<file path="config.mk">
export PLATFORM = sky130hd
export DESIGN_NAME = tcc_top
export DESIGN_NICKNAME = d
export VERILOG_FILES = /design/src/tcc_state_div.v /design/src/tcc_t2_int.v /design/src/tcc_top.v
export VERILOG_INCLUDE_DIRS = /design/src /design/src/src
export SDC_FILE = /design/constraint.sdc
export NUM_CORES = 1
export LEC_CHECK = 0
export ABC_AREA = 1
export BUFFER_PORTS_ARGS = -buffer_cell sky130_fd_sc_hd__buf_2
export CAP_MARGIN = 25
export CORE_ASPECT_RATIO = 1.4
export CORE_MARGIN = 3
export CORE_UTILIZATION = 54
export DETAILED_ROUTE_END_ITERATION = 8
export GPL_TIMING_DRIVEN = 0
export PLACE_DENSITY = 0.77
export SLEW_MARGIN = 20
export SYNTH_ARGS = -nofsm -noshare
export SYNTH_HDL_FRONTEND = slang
export SYNTH_SLANG_ARGS = --single-unit
export TNS_END_PERCENT = 100
</file>
<file path="constraint.sdc">
create_clock -name ref_clk_i -period 9.3 [get_ports ref_clk_i]
set_clock_uncertainty 0.2 [all_clocks]
set_input_delay 1.395 -clock ref_clk_i [delete_from_list [all_inputs] [get_ports ref_clk_i]]
set_output_delay 1.395 -clock ref_clk_i [all_outputs]
set_load 0.01 [all_outputs]
</file>
<file path="src/tcc_regs.vh">
// Register addresses, field positions, reset values and timing counts of the timer-1 channels
`ifndef TCC_REGS_VH
`define TCC_REGS_VH

// Mapped addresses (reached with register map select set)
`define TCC_ADDR_CC_ROW0     8'hD2
`define TCC_ADDR_CC_ROW1     8'hE2
`define TCC_ADDR_CC_ROW2     8'hF2
`define TCC_ADDR_CHAN_EN     8'hF6
`define TCC_ADDR_EDGE_SEL    8'hF7
// Unmapped addresses
`define TCC_ADDR_MATCH_FLAG  8'hBF
`define TCC_ADDR_PORT9       8'hF9
`define TCC_ADDR_PRIO_ONE    8'hB9
`define TCC_ADDR_SYS_CTRL    8'hB1

// Field positions
`define TCC_BIT_DIR_MAP      6
`define TCC_BIT_REG_MAP      4

// Reset values
`define TCC_RST_CHAN_EN      8'h00
`define TCC_RST_EDGE_SEL     8'h00
`define TCC_RST_MATCH_FLAG   8'h00
`define TCC_RST_PORT9        8'hFF
`define TCC_RST_PORT9_DIRECTION_REG         8'h00
`define TCC_RST_PRIO_ONE     8'h00
`define TCC_RST_SYS_CTRL     8'h00

// Timing: states per processor cycle, timer maximum
`define TCC_STATES_PER_CYCLE 6
`define TCC_TIMER_MAX        16'hFFFF

`endif

</file>
<file path="src/tcc_state_div.v">
// Divider that makes the machine-state and processor-cycle enable pulses
`timescale 1ns/10ps
`include "tcc_regs.vh"
module tcc_state_div #(
  parameter CLKS_PER_STATE = 1            // Clock cycles in one machine state
) (
  input  wire ref_clk_i,                  // System clock
  input  wire rst_i,                      // Asynchronous reset, active high
  output wire state_en_o,                 // One pulse per machine state
  output wire cycle_en_o                  // One pulse per processor cycle
);

  reg  [7:0] clk_cnt;                     // Clocks within the current state
  reg  [2:0] state_cnt;                   // States within the current cycle
  wire       last_clk;                    // Last clock of a state

  assign last_clk   = (clk_cnt == CLKS_PER_STATE[7:0] - 8'h01);
  assign state_en_o = last_clk;
  // Timer 2 steps once per six states, the clock rate over six times CLKS_PER_STATE
  assign cycle_en_o = last_clk && (state_cnt == `TCC_STATES_PER_CYCLE - 3'h1);

  // State and cycle counters
  always @(posedge ref_clk_i or posedge rst_i)
  begin
    if (rst_i)
    begin
      clk_cnt   <= 8'h00;
      state_cnt <= 3'h0;
    end
    else if (last_clk)
    begin
      clk_cnt <= 8'h00;
      if (state_cnt == `TCC_STATES_PER_CYCLE - 3'h1)
        state_cnt <= 3'h0;
      else
        state_cnt <= state_cnt + 3'h1;
    end
    else
      clk_cnt <= clk_cnt + 8'h01;
  end

endmodule // tcc_state_div

</file>
<file path="src/tcc_t2_int.v">
// Timer 2 with five compare mode 0 channels and their interrupt input switching
`timescale 1ns/10ps
`include "tcc_regs.vh"
module tcc_t2_int (
  input  wire        ref_clk_i,           // System clock
  input  wire        rst_i,               // Asynchronous reset, active high
  input  wire        cycle_en_i,          // Processor cycle pulse
  input  wire [15:0] t2_reload_i,         // Timer 2 reload value
  input  wire [79:0] t2_cmp_val_i,        // Compare values, channel 0 in low word
  input  wire [4:0]  t2_cmp_en_i,         // Compare output enable per port-1 pin
  input  wire [4:0]  p1_i,                // Port-1 pin levels 0 to 4
  input  wire        reload_channel_edge_sel_i, // Channel 0 edge: 1 rising, 0 falling
  input  wire        channel_four_edge_sel_i,   // Channel 4 edge: 1 rising, 0 falling
  output reg  [15:0] t2_count_o,          // Timer 2 count
  output reg  [4:0]  t2_cmp_out_o,        // Compare outputs
  output reg  [4:0]  ext_irq_set_o        // Pulse that sets an external interrupt flag
);

  wire [4:0] cmp_sig;                     // Internal compare signals
  wire [4:0] irq_in;                      // Interrupt logic inputs after switching
  reg  [4:0] irq_in_q;                    // Previous interrupt inputs
  reg        edge_armed;                  // Previous sample is real, no false edge after reset
  wire [4:0] rise_sel;                    // Per channel edge selection
  wire       wrap;                        // Timer at maximum on an increment
  genvar     g;

  assign wrap = cycle_en_i && (t2_count_o == `TCC_TIMER_MAX);
  // Channels 1 to 3 always fire on the active edge
  assign rise_sel = {channel_four_edge_sel_i, 3'b111, reload_channel_edge_sel_i};

  generate
    for (g = 0; g < 5; g = g + 1)
    begin : g_chan
      // Compare signal stays active while count equals register
      assign cmp_sig[g] = (t2_count_o == t2_cmp_val_i[16*g+15:16*g]);
      // Pin is cut off from the interrupt input in compare use
      assign irq_in[g]  = t2_cmp_en_i[g] ? cmp_sig[g] : p1_i[g];
    end
  endgenerate

  // Timer 2 counter with auto reload
  always @(posedge ref_clk_i or posedge rst_i)
  begin
    if (rst_i)
      t2_count_o <= 16'h0000;
    else if (wrap)
      t2_count_o <= t2_reload_i;
    else if (cycle_en_i)
      t2_count_o <= t2_count_o + 16'h0001;
  end

  // Compare mode 0 outputs: set on match, cleared on overflow
  always @(posedge ref_clk_i or posedge rst_i)
  begin
    if (rst_i)
      t2_cmp_out_o <= 5'h00;
    else
      // Half spikes at reload value and at maximum come from this pair
      t2_cmp_out_o <= ((t2_cmp_out_o | cmp_sig) & ~({5{wrap}})) & t2_cmp_en_i;
  end

  // Edge detect on the switched interrupt inputs
  always @(posedge ref_clk_i or posedge rst_i)
  begin
    if (rst_i)
    begin
      irq_in_q      <= 5'h00;
      edge_armed    <= 1'b0;
      ext_irq_set_o <= 5'h00;
    end
    else
    begin
      irq_in_q   <= irq_in;
      edge_armed <= 1'b1;                 // First sample after reset only primes the detector
      // Enabling compare with pin high gives a falling edge at once
      ext_irq_set_o <= {5{edge_armed}} & ((rise_sel & irq_in & ~irq_in_q) |
                       (~rise_sel & ~irq_in & irq_in_q));
    end
  end

endmodule // tcc_t2_int

</file>
<file path="src/tcc_top.v">
// Compare/capture channels of compare timer 1 with register interface and timer 2 link
`timescale 1ns/10ps
`include "tcc_regs.vh"

// Behaviour
// - Timer-1 channels compare in compare mode 0
// - Direction 0 compare, direction 1 capture
// - Direction write needs direction map prefix
// - Capture latches sixteen-bit timer-1 count
// - Edge select bit: 0 falling, 1 rising
// - Edge select reachable only with map set
// - Capture pins sampled once every state
// - Capture event sets channel match flag
// - Timer-2 unreachable duty shows two half spikes
// - Compare equal reload gives constant high
// - Compare FFFF gives one-clock high pulse
// - Timer clock equals one state unprescaled
// - Timer 2 steps every six states
// - Compare use switches interrupt input internally
// - Compare signal updates output and flag
// - Compare signal active while count equals
// - Channel 0 and 4 edge selectable
// - Channels 1-3 interrupt on active edge
// - Enabling compare may set flag at once
// - Enable bit connects pin to channel
module tcc_top #(
  parameter CLKS_PER_STATE = 1            // Clock cycles in one machine state
) (
  input  wire        ref_clk_i,           // System clock
  input  wire        rst_i,               // Asynchronous reset, active high
  input  wire [7:0]  sfr_addr_i,          // Register address
  input  wire        sfr_wr_i,            // Write strobe
  input  wire        sfr_rd_i,            // Read strobe
  input  wire [7:0]  sfr_wdata_i,         // Write data
  output reg  [7:0]  sfr_rdata_o,         // Read data, valid the cycle after the strobe
  input  wire        instr_start_i,       // Pulse at the start of each instruction
  input  wire [15:0] ct1_count_i,         // Compare timer 1 count
  input  wire        ct1_tick_i,          // Compare timer 1 clock pulse
  input  wire [7:0]  p9_i,                // Port-9 pin levels
  output reg  [7:0]  p9_o,                // Port-9 pin drive levels
  output reg  [7:0]  p9_oe_o,             // Port-9 output enables
  output wire [7:0]  channel_match_flag_o, // Channel match flags
  input  wire [15:0] t2_reload_i,         // Timer 2 reload value
  input  wire [79:0] t2_cmp_val_i,        // Timer 2 compare values
  input  wire [4:0]  t2_cmp_en_i,         // Timer 2 compare enables on port-1
  input  wire [4:0]  p1_i,                // Port-1 pin levels
  input  wire        reload_channel_edge_sel_i, // Channel 0 edge select
  input  wire        channel_four_edge_sel_i,   // Channel 4 edge select
  output wire [15:0] t2_count_o,          // Timer 2 count
  output wire [4:0]  t2_cmp_out_o,        // Timer 2 compare outputs
  output wire [4:0]  ext_irq_set_o        // External interrupt flag set pulses
);

  reg  [15:0] timer1_channel_regs [0:7];  // Compare/capture values
  reg  [7:0]  channel_enable_reg;         // Pin to channel connection
  reg  [7:0]  capture_edge_select;        // 1 rising, 0 falling
  reg  [7:0]  channel_match_flag_reg;     // Sticky channel flags
  reg  [7:0]  port9_latch;                // Port-9 output latch
  reg  [7:0]  port9_direction_reg;        // 0 compare, 1 capture
  reg  [7:0]  priority_reg_one;           // Holds the direction map bit
  reg  [7:0]  system_control_reg;         // Holds the register map select bit
  reg         dir_arm;                    // Direction map bit just set
  reg         dir_win;                    // Current instruction may write direction
  reg  [7:0]  pin_smp;                    // Pin sample of this state
  reg  [7:0]  pin_smp_q;                  // Pin sample of the previous state
  reg  [7:0]  match_q;                    // Match state at the last timer tick
  wire [7:0]  cmp_out;                    // Compare outputs per channel
  wire [7:0]  match;                      // Count equals channel register
  wire [7:0]  cap_ev;                     // Capture events
  wire [7:0]  cmp_ev;                     // Compare match events
  wire        state_en;                   // Machine state pulse
  wire        cycle_en;                   // Processor cycle pulse
  wire        reg_map;                    // Mapped registers visible
  wire [4:0]  cc_dec;                     // Channel register decode
  wire        wr_dir;                     // Write goes to direction register
  integer     i;

  // Decode a channel byte address: {hit, index[2:0], high byte}
  function [4:0] cc_decode;
    input [7:0] a;
    reg   [7:0] off;
    begin
      off       = 8'h00;
      cc_decode = 5'h00;
      if (a >= `TCC_ADDR_CC_ROW0 && a < `TCC_ADDR_CC_ROW0 + 8'h06)
      begin
        off       = a - `TCC_ADDR_CC_ROW0;
        cc_decode = {1'b1, off[3:1], off[0]};
      end
      else if (a >= `TCC_ADDR_CC_ROW1 && a < `TCC_ADDR_CC_ROW1 + 8'h06)
      begin
        off       = a - `TCC_ADDR_CC_ROW1 + 8'h06;
        cc_decode = {1'b1, off[3:1], off[0]};
      end
      else if (a >= `TCC_ADDR_CC_ROW2 && a < `TCC_ADDR_CC_ROW2 + 8'h04)
      begin
        off       = a - `TCC_ADDR_CC_ROW2 + 8'h0C;
        cc_decode = {1'b1, off[3:1], off[0]};
      end
    end
  endfunction

  assign reg_map = system_control_reg[`TCC_BIT_REG_MAP];
  assign cc_dec  = cc_decode(sfr_addr_i);
  assign wr_dir  = sfr_wr_i && dir_win && (sfr_addr_i == `TCC_ADDR_PORT9);
  assign channel_match_flag_o = channel_match_flag_reg;

  genvar g;
  generate
    for (g = 0; g < 8; g = g + 1)
    begin : g_ch
      // Count at or above the value: equal to reload holds high, FFFF gives one tick
      assign cmp_out[g] = (ct1_count_i >= timer1_channel_regs[g]);
      assign match[g]   = (ct1_count_i == timer1_channel_regs[g]);
    end
  endgenerate

  // Compare events only for enabled channels in compare direction
  assign cmp_ev = match & ~match_q & channel_enable_reg & ~port9_direction_reg;
  // Falling or rising edge between two state samples
  assign cap_ev = channel_enable_reg & port9_direction_reg &
                  ((capture_edge_select & pin_smp & ~pin_smp_q) |
                   (~capture_edge_select & ~pin_smp & pin_smp_q));

  // State and cycle enables
  tcc_state_div #(
    .CLKS_PER_STATE (CLKS_PER_STATE)
  ) u_div (
    .ref_clk_i  (ref_clk_i),
    .rst_i      (rst_i),
    .state_en_o (state_en),
    .cycle_en_o (cycle_en)
  );

  // Timer 2 compare channels and interrupt input switching
  tcc_t2_int u_t2 (
    .ref_clk_i                 (ref_clk_i),
    .rst_i                     (rst_i),
    .cycle_en_i                (cycle_en),
    .t2_reload_i               (t2_reload_i),
    .t2_cmp_val_i              (t2_cmp_val_i),
    .t2_cmp_en_i               (t2_cmp_en_i),
    .p1_i                      (p1_i),
    .reload_channel_edge_sel_i (reload_channel_edge_sel_i),
    .channel_four_edge_sel_i   (channel_four_edge_sel_i),
    .t2_count_o                (t2_count_o),
    .t2_cmp_out_o              (t2_cmp_out_o),
    .ext_irq_set_o             (ext_irq_set_o)
  );

  // Pin sampling once per machine state
  always @(posedge ref_clk_i or posedge rst_i)
  begin
    if (rst_i)
    begin
      pin_smp   <= 8'h00;
      pin_smp_q <= 8'h00;
    end
    else if (state_en)
    begin
      pin_smp   <= p9_i;
      pin_smp_q <= pin_smp;
    end
  end

  // Match state taken at each compare timer clock, one state when unprescaled
  always @(posedge ref_clk_i or posedge rst_i)
  begin
    if (rst_i)
      match_q <= 8'h00;
    else if (ct1_tick_i)
      match_q <= match;
  end

  // Direction map prefix: opens a window for the following instruction only
  always @(posedge ref_clk_i or posedge rst_i)
  begin
    if (rst_i)
    begin
      dir_arm <= 1'b0;
      dir_win <= 1'b0;
    end
    else
    begin
      if (sfr_wr_i && sfr_addr_i == `TCC_ADDR_PRIO_ONE && sfr_wdata_i[`TCC_BIT_DIR_MAP])
        dir_arm <= 1'b1;
      else if (instr_start_i)
        dir_arm <= 1'b0;
      if (instr_start_i)
        dir_win <= dir_arm;
    end
  end

  // Control register writes
  always @(posedge ref_clk_i or posedge rst_i)
  begin
    if (rst_i)
    begin
      channel_enable_reg  <= `TCC_RST_CHAN_EN;
      capture_edge_select <= `TCC_RST_EDGE_SEL;
      port9_latch         <= `TCC_RST_PORT9;
      port9_direction_reg <= `TCC_RST_PORT9_DIRECTION_REG;
      priority_reg_one    <= `TCC_RST_PRIO_ONE;
      system_control_reg  <= `TCC_RST_SYS_CTRL;
    end
    else if (sfr_wr_i)
    begin
      // Mapped registers only while map select is set
      if (reg_map && sfr_addr_i == `TCC_ADDR_CHAN_EN)
        channel_enable_reg <= sfr_wdata_i;
      if (reg_map && sfr_addr_i == `TCC_ADDR_EDGE_SEL)
        capture_edge_select <= sfr_wdata_i;
      if (wr_dir)
        port9_direction_reg <= sfr_wdata_i;
      else if (sfr_addr_i == `TCC_ADDR_PORT9)
        port9_latch <= sfr_wdata_i;
      if (sfr_addr_i == `TCC_ADDR_PRIO_ONE)
        priority_reg_one <= sfr_wdata_i;
      if (sfr_addr_i == `TCC_ADDR_SYS_CTRL)
        system_control_reg <= sfr_wdata_i;
    end
  end

  // Channel registers: capture takes priority over a byte write
  always @(posedge ref_clk_i or posedge rst_i)
  begin
    if (rst_i)
    begin
      for (i = 0; i < 8; i = i + 1)
        timer1_channel_regs[i] <= 16'h0000;
    end
    else
    begin
      for (i = 0; i < 8; i = i + 1)
      begin
        if (cap_ev[i])
          timer1_channel_regs[i] <= ct1_count_i;
        else if (sfr_wr_i && reg_map && cc_dec[4] && cc_dec[3:1] == i[2:0])
        begin
          if (cc_dec[0])
            timer1_channel_regs[i][15:8] <= sfr_wdata_i;
          else
            timer1_channel_regs[i][7:0] <= sfr_wdata_i;
        end
      end
    end
  end

  // Channel match flags: hardware sets, software clears, set wins
  always @(posedge ref_clk_i or posedge rst_i)
  begin
    if (rst_i)
      channel_match_flag_reg <= `TCC_RST_MATCH_FLAG;
    else if (sfr_wr_i && sfr_addr_i == `TCC_ADDR_MATCH_FLAG)
      channel_match_flag_reg <= sfr_wdata_i | cap_ev | cmp_ev;
    else
      channel_match_flag_reg <= channel_match_flag_reg | cap_ev | cmp_ev;
  end

  // Pin drive: channel when enabled, port latch otherwise
  always @(posedge ref_clk_i or posedge rst_i)
  begin
    if (rst_i)
    begin
      p9_o    <= 8'h00;
      p9_oe_o <= 8'h00;
    end
    else
    begin
      p9_o    <= (channel_enable_reg & cmp_out) | (~channel_enable_reg & port9_latch);
      p9_oe_o <= ~port9_direction_reg;
    end
  end

  // Register read mux
  always @(posedge ref_clk_i or posedge rst_i)
  begin
    if (rst_i)
      sfr_rdata_o <= 8'h00;
    else if (sfr_rd_i)
    begin
      if (reg_map && cc_dec[4])
        sfr_rdata_o <= cc_dec[0] ? timer1_channel_regs[cc_dec[3:1]][15:8]
                                 : timer1_channel_regs[cc_dec[3:1]][7:0];
      else if (reg_map && sfr_addr_i == `TCC_ADDR_CHAN_EN)
        sfr_rdata_o <= channel_enable_reg;
      else if (reg_map && sfr_addr_i == `TCC_ADDR_EDGE_SEL)
        sfr_rdata_o <= capture_edge_select;
      else if (sfr_addr_i == `TCC_ADDR_MATCH_FLAG)
        sfr_rdata_o <= channel_match_flag_reg;
      else if (sfr_addr_i == `TCC_ADDR_PORT9)
        sfr_rdata_o <= p9_i;
      else if (sfr_addr_i == `TCC_ADDR_PRIO_ONE)
        sfr_rdata_o <= priority_reg_one;
      else if (sfr_addr_i == `TCC_ADDR_SYS_CTRL)
        sfr_rdata_o <= system_control_reg;
      else
        sfr_rdata_o <= 8'h00;             // Unmapped reads as zero
    end
  end

endmodule // tcc_top

</file>
==> flow_summary.toml, run 1 <==
[run_status]
status = "finished clean"

[layout]
fin_nets = 3167
top_register = "timer1_channel_regs"
ff_latch_area_sq_mm = 0.00694
fillerInstances = 3183
reg_top3 = "timer1_channel_regs x128, u_t2.t2_count_o x16"
areaGrowthSynthToFinish_pct = 13.9
final_cells = 3350
multi_input_area_sq_mm = 0.0106
drive_gt1_frac = 0.131
largest_register_ff_count = 128

[critical_path]
cp-end-kind = "register"
start_kind = "input pin"
cp.required_ns = 9.55
cp.arrival_ns = 4.48
reg2reg_from = "u_t2.t2_count_o[12]"
crit_start = "sfr_addr_i[2]"
path_max_fanout = 10
criticalPathCategory = "input pin to register"

[yosys]
synth_ff_type = "dfrtp_1"
ys_ff_latch = 277
yosysTopAreaCell = "dfrtp_1"
yosysSeqAreaShare = 0.364
yosysWarnings = 0
synth_nets = 2922
synth-async-reset-ratio = 1.00
ys_types = 51
synth_edf_count = 0
syn-cell-area_sq_mm = 0.0191
yosys.area.top_type_share = 0.353
synth_area_leaders = "dfrtp_1 35%, nand2_1 15%, ha_1 9.1%"
syn_inst = 2629
syn_avg_cell_area_sq_um = 7.26

[timing]
finalHoldViolCount = 0
maxSlewHeadroom = 0.300
setup_tns_ns = 0
fmaxAchievable_mhz = 237
tightestPinTransition_ns = 1.05
setup_viol = 0
setup_slack_ns = 5.07
rsz0062_at_grt = "false"
finalMaxSlewViolations = 0
min_period_ns = 4.23
finalCritPeriodShare = 0.454

[detailed_routing]
dr.first_iter.drc_count = 1926
route.detailed.drc = 0
vias_per_cell = 5.85
wl_per_cell_microns = 21.7
drtAntennaViolNets = 0
vias = 19600
wl_mm = 72.8
drtPass1Iterations = 7

[clock_network]
ctsResizeCount = 0
postCtsSetupRepairBufs = 0
cts-hold-fix-buffers = 0
cts_buffers = 29
clockBufferDepth = 3
cts_max_level = 1
cts_tree = "yes"
insertion_delay_ns = 0.58
cts_root_buf = "clkbuf_16"
clkTransAtPathRegs_ns = 0.06
clock-sinks = 277

[pwr]
power_density_mw_per_mm2 = 147
p_total_mw = 3.21
power.static_leakage_nw = 10.7
swShare = 0.317
power_frac_seq = 0.412
p_int_mw = 2.19
ir_worst_vdd_mv = 0.141
p_clk_frac = 0.371
comb_power_share = 0.217
power_switching_mw = 1.02

[place]
place_hpwl_mm = 57.1
gp_congestion = 1.01
port_buffers = 210
dp.cells = 3292
pre_cts_slack_ns = 4.58

[floorplan]
dieArea_sq_mm = 0.0377
die_w_microns = 165
rows = 80
die_y_microns = 228
core-area_sq_mm = 0.0344
start_util = 0.554
io_pins = 212

[flow_run]
maxCapViolations = 0

[hold_path]
min_path_type = "register to register"
hold_path_startpoint = "u_t2.irq_in_q[2]"

[grt]
grt_max_degree = 100
grt_remaining_overflow = 0
grt_pass1_vias = 19200
grt_pass1_wl_mm = 109
grt_usage = 0.381
antenna_found_initial = 4
==> worst max-delay path, cell delays in order <==
cell	delay (ns)
buf_2	0.16
inv_1	0.12
ha_1	0.23
nand2_1	0.06
nand2_1	0.08
nand2_1	0.07
nand2_1	0.09
nand2_1	0.13
or2_1	0.18
nand2_1	0.06
a21oi_1	0.80
buf_2	0.37
nand3_1	0.17
nand3_1	0.15
nand3_1	0.17
nand2_1	0.14
nand2_1	0.07
==> cell usage in the layout, fill, tap and decap left out, drive strengths merged, types with 28 or more instances in the layout <==
master    n
inv     291
o21ai   139
a21oi    74
o211ai   28
clkbuf  105
nand2   789
ha      139
nand3   332
nor3     37
xnor2    30
dfrtp   269
nor2    187
nand4    54
buf     261
xor2     49
==> logic make-up (layout without fill, tap and decap cells) <==
family / after synthesis / count (layout) / synth area share
compound gates: 286 / 286 / 0.0850
xor+xnor: 79 / 79 / 0.0363
fa+ha+maj: 139 / 139 / 0.0911
buf+inv: 406 / 673 / 0.0833
flops: 277 / 277 / 0.364
mux: 8 / 8 / 0.00472
other cells: 1 / 4 / 0.000196
simple gates: 1433 / 1433 / 0.336
==> power groups by stage <==
stage                     registers, mW  logic, mW  clock network [mW]
final                              1.32      0.696                1.19
after detailed placement           1.34      0.677                   0
after global placement             1.34      0.655                   0
after global routing               1.33      0.765                1.24
after floorplan                    1.34      0.415                   0
after CTS                          1.32      0.680                1.19
==> synthesized netlist by cell type (2+ instances only) <==
| master | instances |
|---|---|
| nor2_8 | 2 |
| buf_4 | 2 |
| o2111ai_1 | 3 |
| nor3_4 | 7 |
| o21a_1 | 7 |
| o21ai_0 | 139 |
| nand4_1 | 54 |
| inv_2 | 8 |
| nand2_2 | 5 |
| nor3b_1 | 6 |
| buf_1 | 15 |
| nand3_1 | 322 |
| inv_1 | 282 |
| and2_1 | 2 |
| nor4_2 | 3 |
| nor2_1 | 174 |
| nor3_1 | 28 |
| o211ai_2 | 4 |
| clkinv_2 | 8 |
| mux2_2 | 8 |
| ha_1 | 139 |
| dfstp_2 | 8 |
| xor2_1 | 49 |
| a21o_1 | 5 |
| a31oi_1 | 14 |
| buf_2 | 30 |
| nor2_2 | 10 |
| nor3_2 | 2 |
| dfrtp_1 | 269 |
| o211ai_1 | 24 |
| nor4_1 | 20 |
| nand2_4 | 4 |
| a211oi_1 | 9 |
| clkbuf_1 | 59 |
| a21oi_1 | 73 |
| o22ai_1 | 4 |
| xnor2_1 | 30 |
| nand2_1 | 780 |
| nand3_4 | 9 |
==> through the flow <==
stage	util	hold WS [ns]	instance area, sq um
2_1_floorplan	-	0.177	19100
3_3_place_gp	0.601	0.180	20700
3_5_place_dp	0.603	0.185	20800
4_1_cts	0.631	0.194	21700
5_1_grt	0.631	0.205	21700
6_report	0.632	0.189	21700
==> final timing paths <==
kind                       cells after the start  slack (ns)                     to
max                                           17        5.07         sfr_rdata_o[1]
min                                            1        0.19  u_t2.ext_irq_set_o[2]
max reg2reg                                   11        6.19  u_t2.ext_irq_set_o[4]
min reg2reg                                    1        0.19  u_t2.ext_irq_set_o[2]
max in group asynchronous                      3        7.23             pin_smp[0]
min in group asynchronous                      2        0.67  u_t2.ext_irq_set_o[3]
==> layer usage <==
layer | vias up | routed length (microns) | global-route usage
li1 | 9098 | - | -
met1 | 9111 | 26400 | 0.442
met2 | 1057 | 33900 | 0.623
met3 | 332 | 5950 | 0.0647
met4 | 2 | 6540 | 0.282
met5 | - | 11 | 0
==> area by class of cell <==
cell class | count | share of cell area
Multi-Input combinational cell | 1946 | 0.486
Sequential cell | 277 | 0.319
Inverter | 299 | 0.0525
Timing Repair Buffer | 214 | 0.0514
Clock buffer | 45 | 0.0389
Tap cell | 451 | 0.0260
Buffer | 107 | 0.0209
Clock inverter | 8 | 0.00426
Antenna cell | 3 | 0.000345
Note: power is estimated with default switching activity, not from simulation.
==> run 2: changes to the inputs <==
--- a/config.mk
+++ b/config.mk
@@ -6,7 +6,7 @@
 export SDC_FILE = /design/constraint.sdc
 export NUM_CORES = 1
 export LEC_CHECK = 0
-export ABC_AREA = 1
+export ABC_AREA = 0
 export BUFFER_PORTS_ARGS = -buffer_cell sky130_fd_sc_hd__buf_2
 export CAP_MARGIN = 25
 export CORE_ASPECT_RATIO = 1.4
@@ -14,7 +14,7 @@
 export CORE_UTILIZATION = 54
 export DETAILED_ROUTE_END_ITERATION = 8
 export GPL_TIMING_DRIVEN = 0
-export PLACE_DENSITY = 0.77
+export PLACE_DENSITY = 0.78
 export SLEW_MARGIN = 20
 export SYNTH_ARGS = -nofsm -noshare
 export SYNTH_HDL_FRONTEND = slang
==> constraint.sdc (replaced) <==
create_clock -name ref_clk_i -period 3.4 [get_ports ref_clk_i]
set_clock_uncertainty 0.2 [all_clocks]
set_input_delay 0.51 -clock ref_clk_i [delete_from_list [all_inputs] [get_ports ref_clk_i]]
set_output_delay 0.51 -clock ref_clk_i [all_outputs]
set_load 0.01 [all_outputs]
==> flow_summary.toml, run 2 <==
[run_status]
status = "finished clean"

[yosys]
ys_types = 73
synth-async-reset-ratio = 1.00
yosysSeqAreaShare = 0.381
synth_ff_type = "dfrtp_1"
syn-cell-area_sq_mm = 0.0182
syn_inst = 1979
yosysWarnings = 0
synth_area_leaders = "dfrtp_1 37%, ha_1 9.6%, mux2i_1 7.8%"
yosysTopAreaCell = "dfrtp_1"
synth_edf_count = 0
synth_nets = 2272
synth_most_common_cell = "dfrtp_1"
ys_ff_latch = 277
ys_top_cells_by_count = "269 x dfrtp_1, 262 x nand2_1, 157 x inv_1"
yosys.area.top_type_share = 0.370
syn_avg_cell_area_sq_um = 9.20

[layout]
top_register = "timer1_channel_regs"
largest_register_ff_count = 128
n_antenna_cell = 0
mostFrequentLayoutCell = "dfrtp_1"
multi_input_area_sq_mm = 0.0103
final_cells = 2725
ff_latch_area_sq_mm = 0.00694
fin_nets = 2557
reg_top3 = "timer1_channel_regs x128, u_t2.t2_count_o x16"
areaGrowthSynthToFinish_pct = 17.9
final_area_sq_mm = 0.0215
drive_gt1_frac = 0.185
fillerInstances = 2698
final_cell_mix = "269 x dfrtp_1, 261 x nand2_1, 214 x buf_2"

[detailed_routing]
vias_per_cell = 6.35
wl_mm = 66.2
drtAntennaViolNets = 0
route.detailed.drc = 0
wl_per_cell_microns = 24.3
vias = 17300
drtPass1Iterations = 5
dr.first_iter.drc_count = 1712

[critical_path]
crit_top_cell = "buf_4"
worst-path-buf-inv = 5
start_kind = "input pin"
path_max_fanout = 10
cp_cell_sequence = "buf_2, clkinvlp_4, buf_4, ha_1, nand2b_4, or4_4, and3_1, nor2_2, buf_4, buf_4, nor2_1, a21oi_1, o221ai_1, a31o_1"
crit_family = "simple AND/OR/NAND/NOR gates"
cp-end-kind = "register"
cp.arrival_ns = 3.66
criticalPathCategory = "input pin to register"
max_stage_delay_ns = 0.58
cpMaxStageDelayCell = "or4_4"
cp.required_ns = 3.66

[floorplan]
die_w_microns = 161
io_pins = 212
rows = 78
start_util = 0.555
die_y_microns = 223
dieArea_sq_mm = 0.0360
core-area_sq_mm = 0.0328

[place]
dpl_cell_area_sq_mm = 0.0200
dp.cells = 2637
place_hpwl_mm = 50.3
port_buffers = 206
gp_congestion = 1.02

[clock_network]
clock-sinks = 277
clkTransAtPathRegs_ns = 0.07
cts_root_buf = "clkbuf_16"
clockBufferDepth = 3
insertion_delay_ns = 0.58
cts_max_level = 1
cts_buffers = 29
cts_tree = "yes"

[timing]
finalHoldViolCount = 0
tightestPinTransition_ns = 1.05
min_period_ns = 3.39
finalMaxSlewViolations = 0
maxSlewHeadroom = 0.300
finalCritPeriodShare = 0.998
fmaxAchievable_mhz = 295
setup_viol = 0
rsz0062_at_grt = "true"

[grt]
grt_pass1_vias = 17200
grt_max_degree = 34
grt_usage = 0.358
grt_remaining_overflow = 0
antenna_found_initial = 0
grt_pass1_wl_mm = 99.1

[hold_path]
min_path_type = "input pin to register"

[pwr]
power.static_leakage_nw = 9.80
ir_worst_vdd_mv = 0.408
power_density_mw_per_mm2 = 355

[flow_run]
maxCapViolations = 0
-- run 2: report_power, final --
group | total (mW) | switching [mW] | internal, mW | leakage, nW
registers | 3.38 | 0.0334 | 3.35 | 3.68
logic | 0.889 | 0.552 | 0.337 | 5.66
clock network | 3.36 | 1.43 | 1.92 | 0.465
total | 7.62 | 2.02 | 5.61 | 9.80
-- run 2: final timing paths --
kind | startpoint | to | slack, ns | cells after the start
worst min register to register | port9_direction_reg[7] | p9_oe_o[7] | 0.27 | 1
worst max register to register | u_div.clk_cnt[4] | u_t2.t2_count_o[9] | 0.28 | 10
max in group asynchronous | rst_i | port9_latch[7] | 1.27 | 8
worst min-delay path | p1_i[0] | u_t2.irq_in_q[0] | 0.02 | 2
min in group asynchronous | rst_i | u_t2.t2_count_o[8] | 0.27 | 3
worst max-delay path | sfr_addr_i[2] | sfr_rdata_o[4] | 0.008 | 14
-- run 2: worst register-to-register path, stage by stage, from the launching register on --
cell and delay (ns):
dfrtp_1 0.41, nor4_1 0.39, and3_1 0.27, nand3_2 0.20, or3_1 0.41, clkbuf_1 0.22
or3_1 0.41, clkbuf_1 0.17, nand2_1 0.12, o22ai_1 0.08, a21oi_1 0.15
-- run 2: repair_timing --
item / CTS / global route
endpoints found under the setup margin: 91 / 133
cloned: 0 / 0
hold buffers: 23 / 0
setup buffers: 1 / 12
resized for setup: 7 / 24
pin swaps: 1 / 8
hold endpoints to repair: 36 / 0
-- run 2: cells by family after synthesis --
| logic type | synth area share |
|---|---|
| buffers and inverters | 0.0584 |
| DFF | 0.381 |
| AOI/OAI and AO/OA | 0.158 |
| and+or+nand+nor | 0.147 |
| muxes | 0.116 |
| other | 0.000206 |
| xor gates and xnor gates | 0.0428 |
| adders and majority gates | 0.0955 |
-- run 2: final cells by class --
cell class | instances | share of cell area
tap | 440 | 0.0256
clock inverter | 13 | 0.00740
buffer | 114 | 0.0233
sequential | 277 | 0.323
clock buffer | 39 | 0.0384
timing repair buffer | 254 | 0.0745
inverter | 157 | 0.0278
multi-input combinational | 1431 | 0.480
-- run 2: routing by layer --
layer	vias up	part of all wire	track usage
li1	7559	-	-
met1	8269	0.36	0.441
met2	1100	0.46	0.574
met3	368	0.089	0.0624
met4	0	0.087	0.242
met5	-	0	0
-- run 2: metrics by stage --
stage          total power [mW]   util  hold WS [ns]  TNS, ns  worst slack (ns)
2_1_floorplan              3.87      -         0.224  -260.61            -0.969
3_3_place_gp               4.21  0.604         0.251  -807.89             -2.71
3_5_place_dp               4.27  0.611         0.249   -85.93             -1.06
4_1_cts                    7.60  0.649       0.00683        0            0.0228
5_1_grt                    7.84  0.655        0.0173  -0.0748           -0.0286
6_report                   7.62  0.655        0.0166        0           0.00785
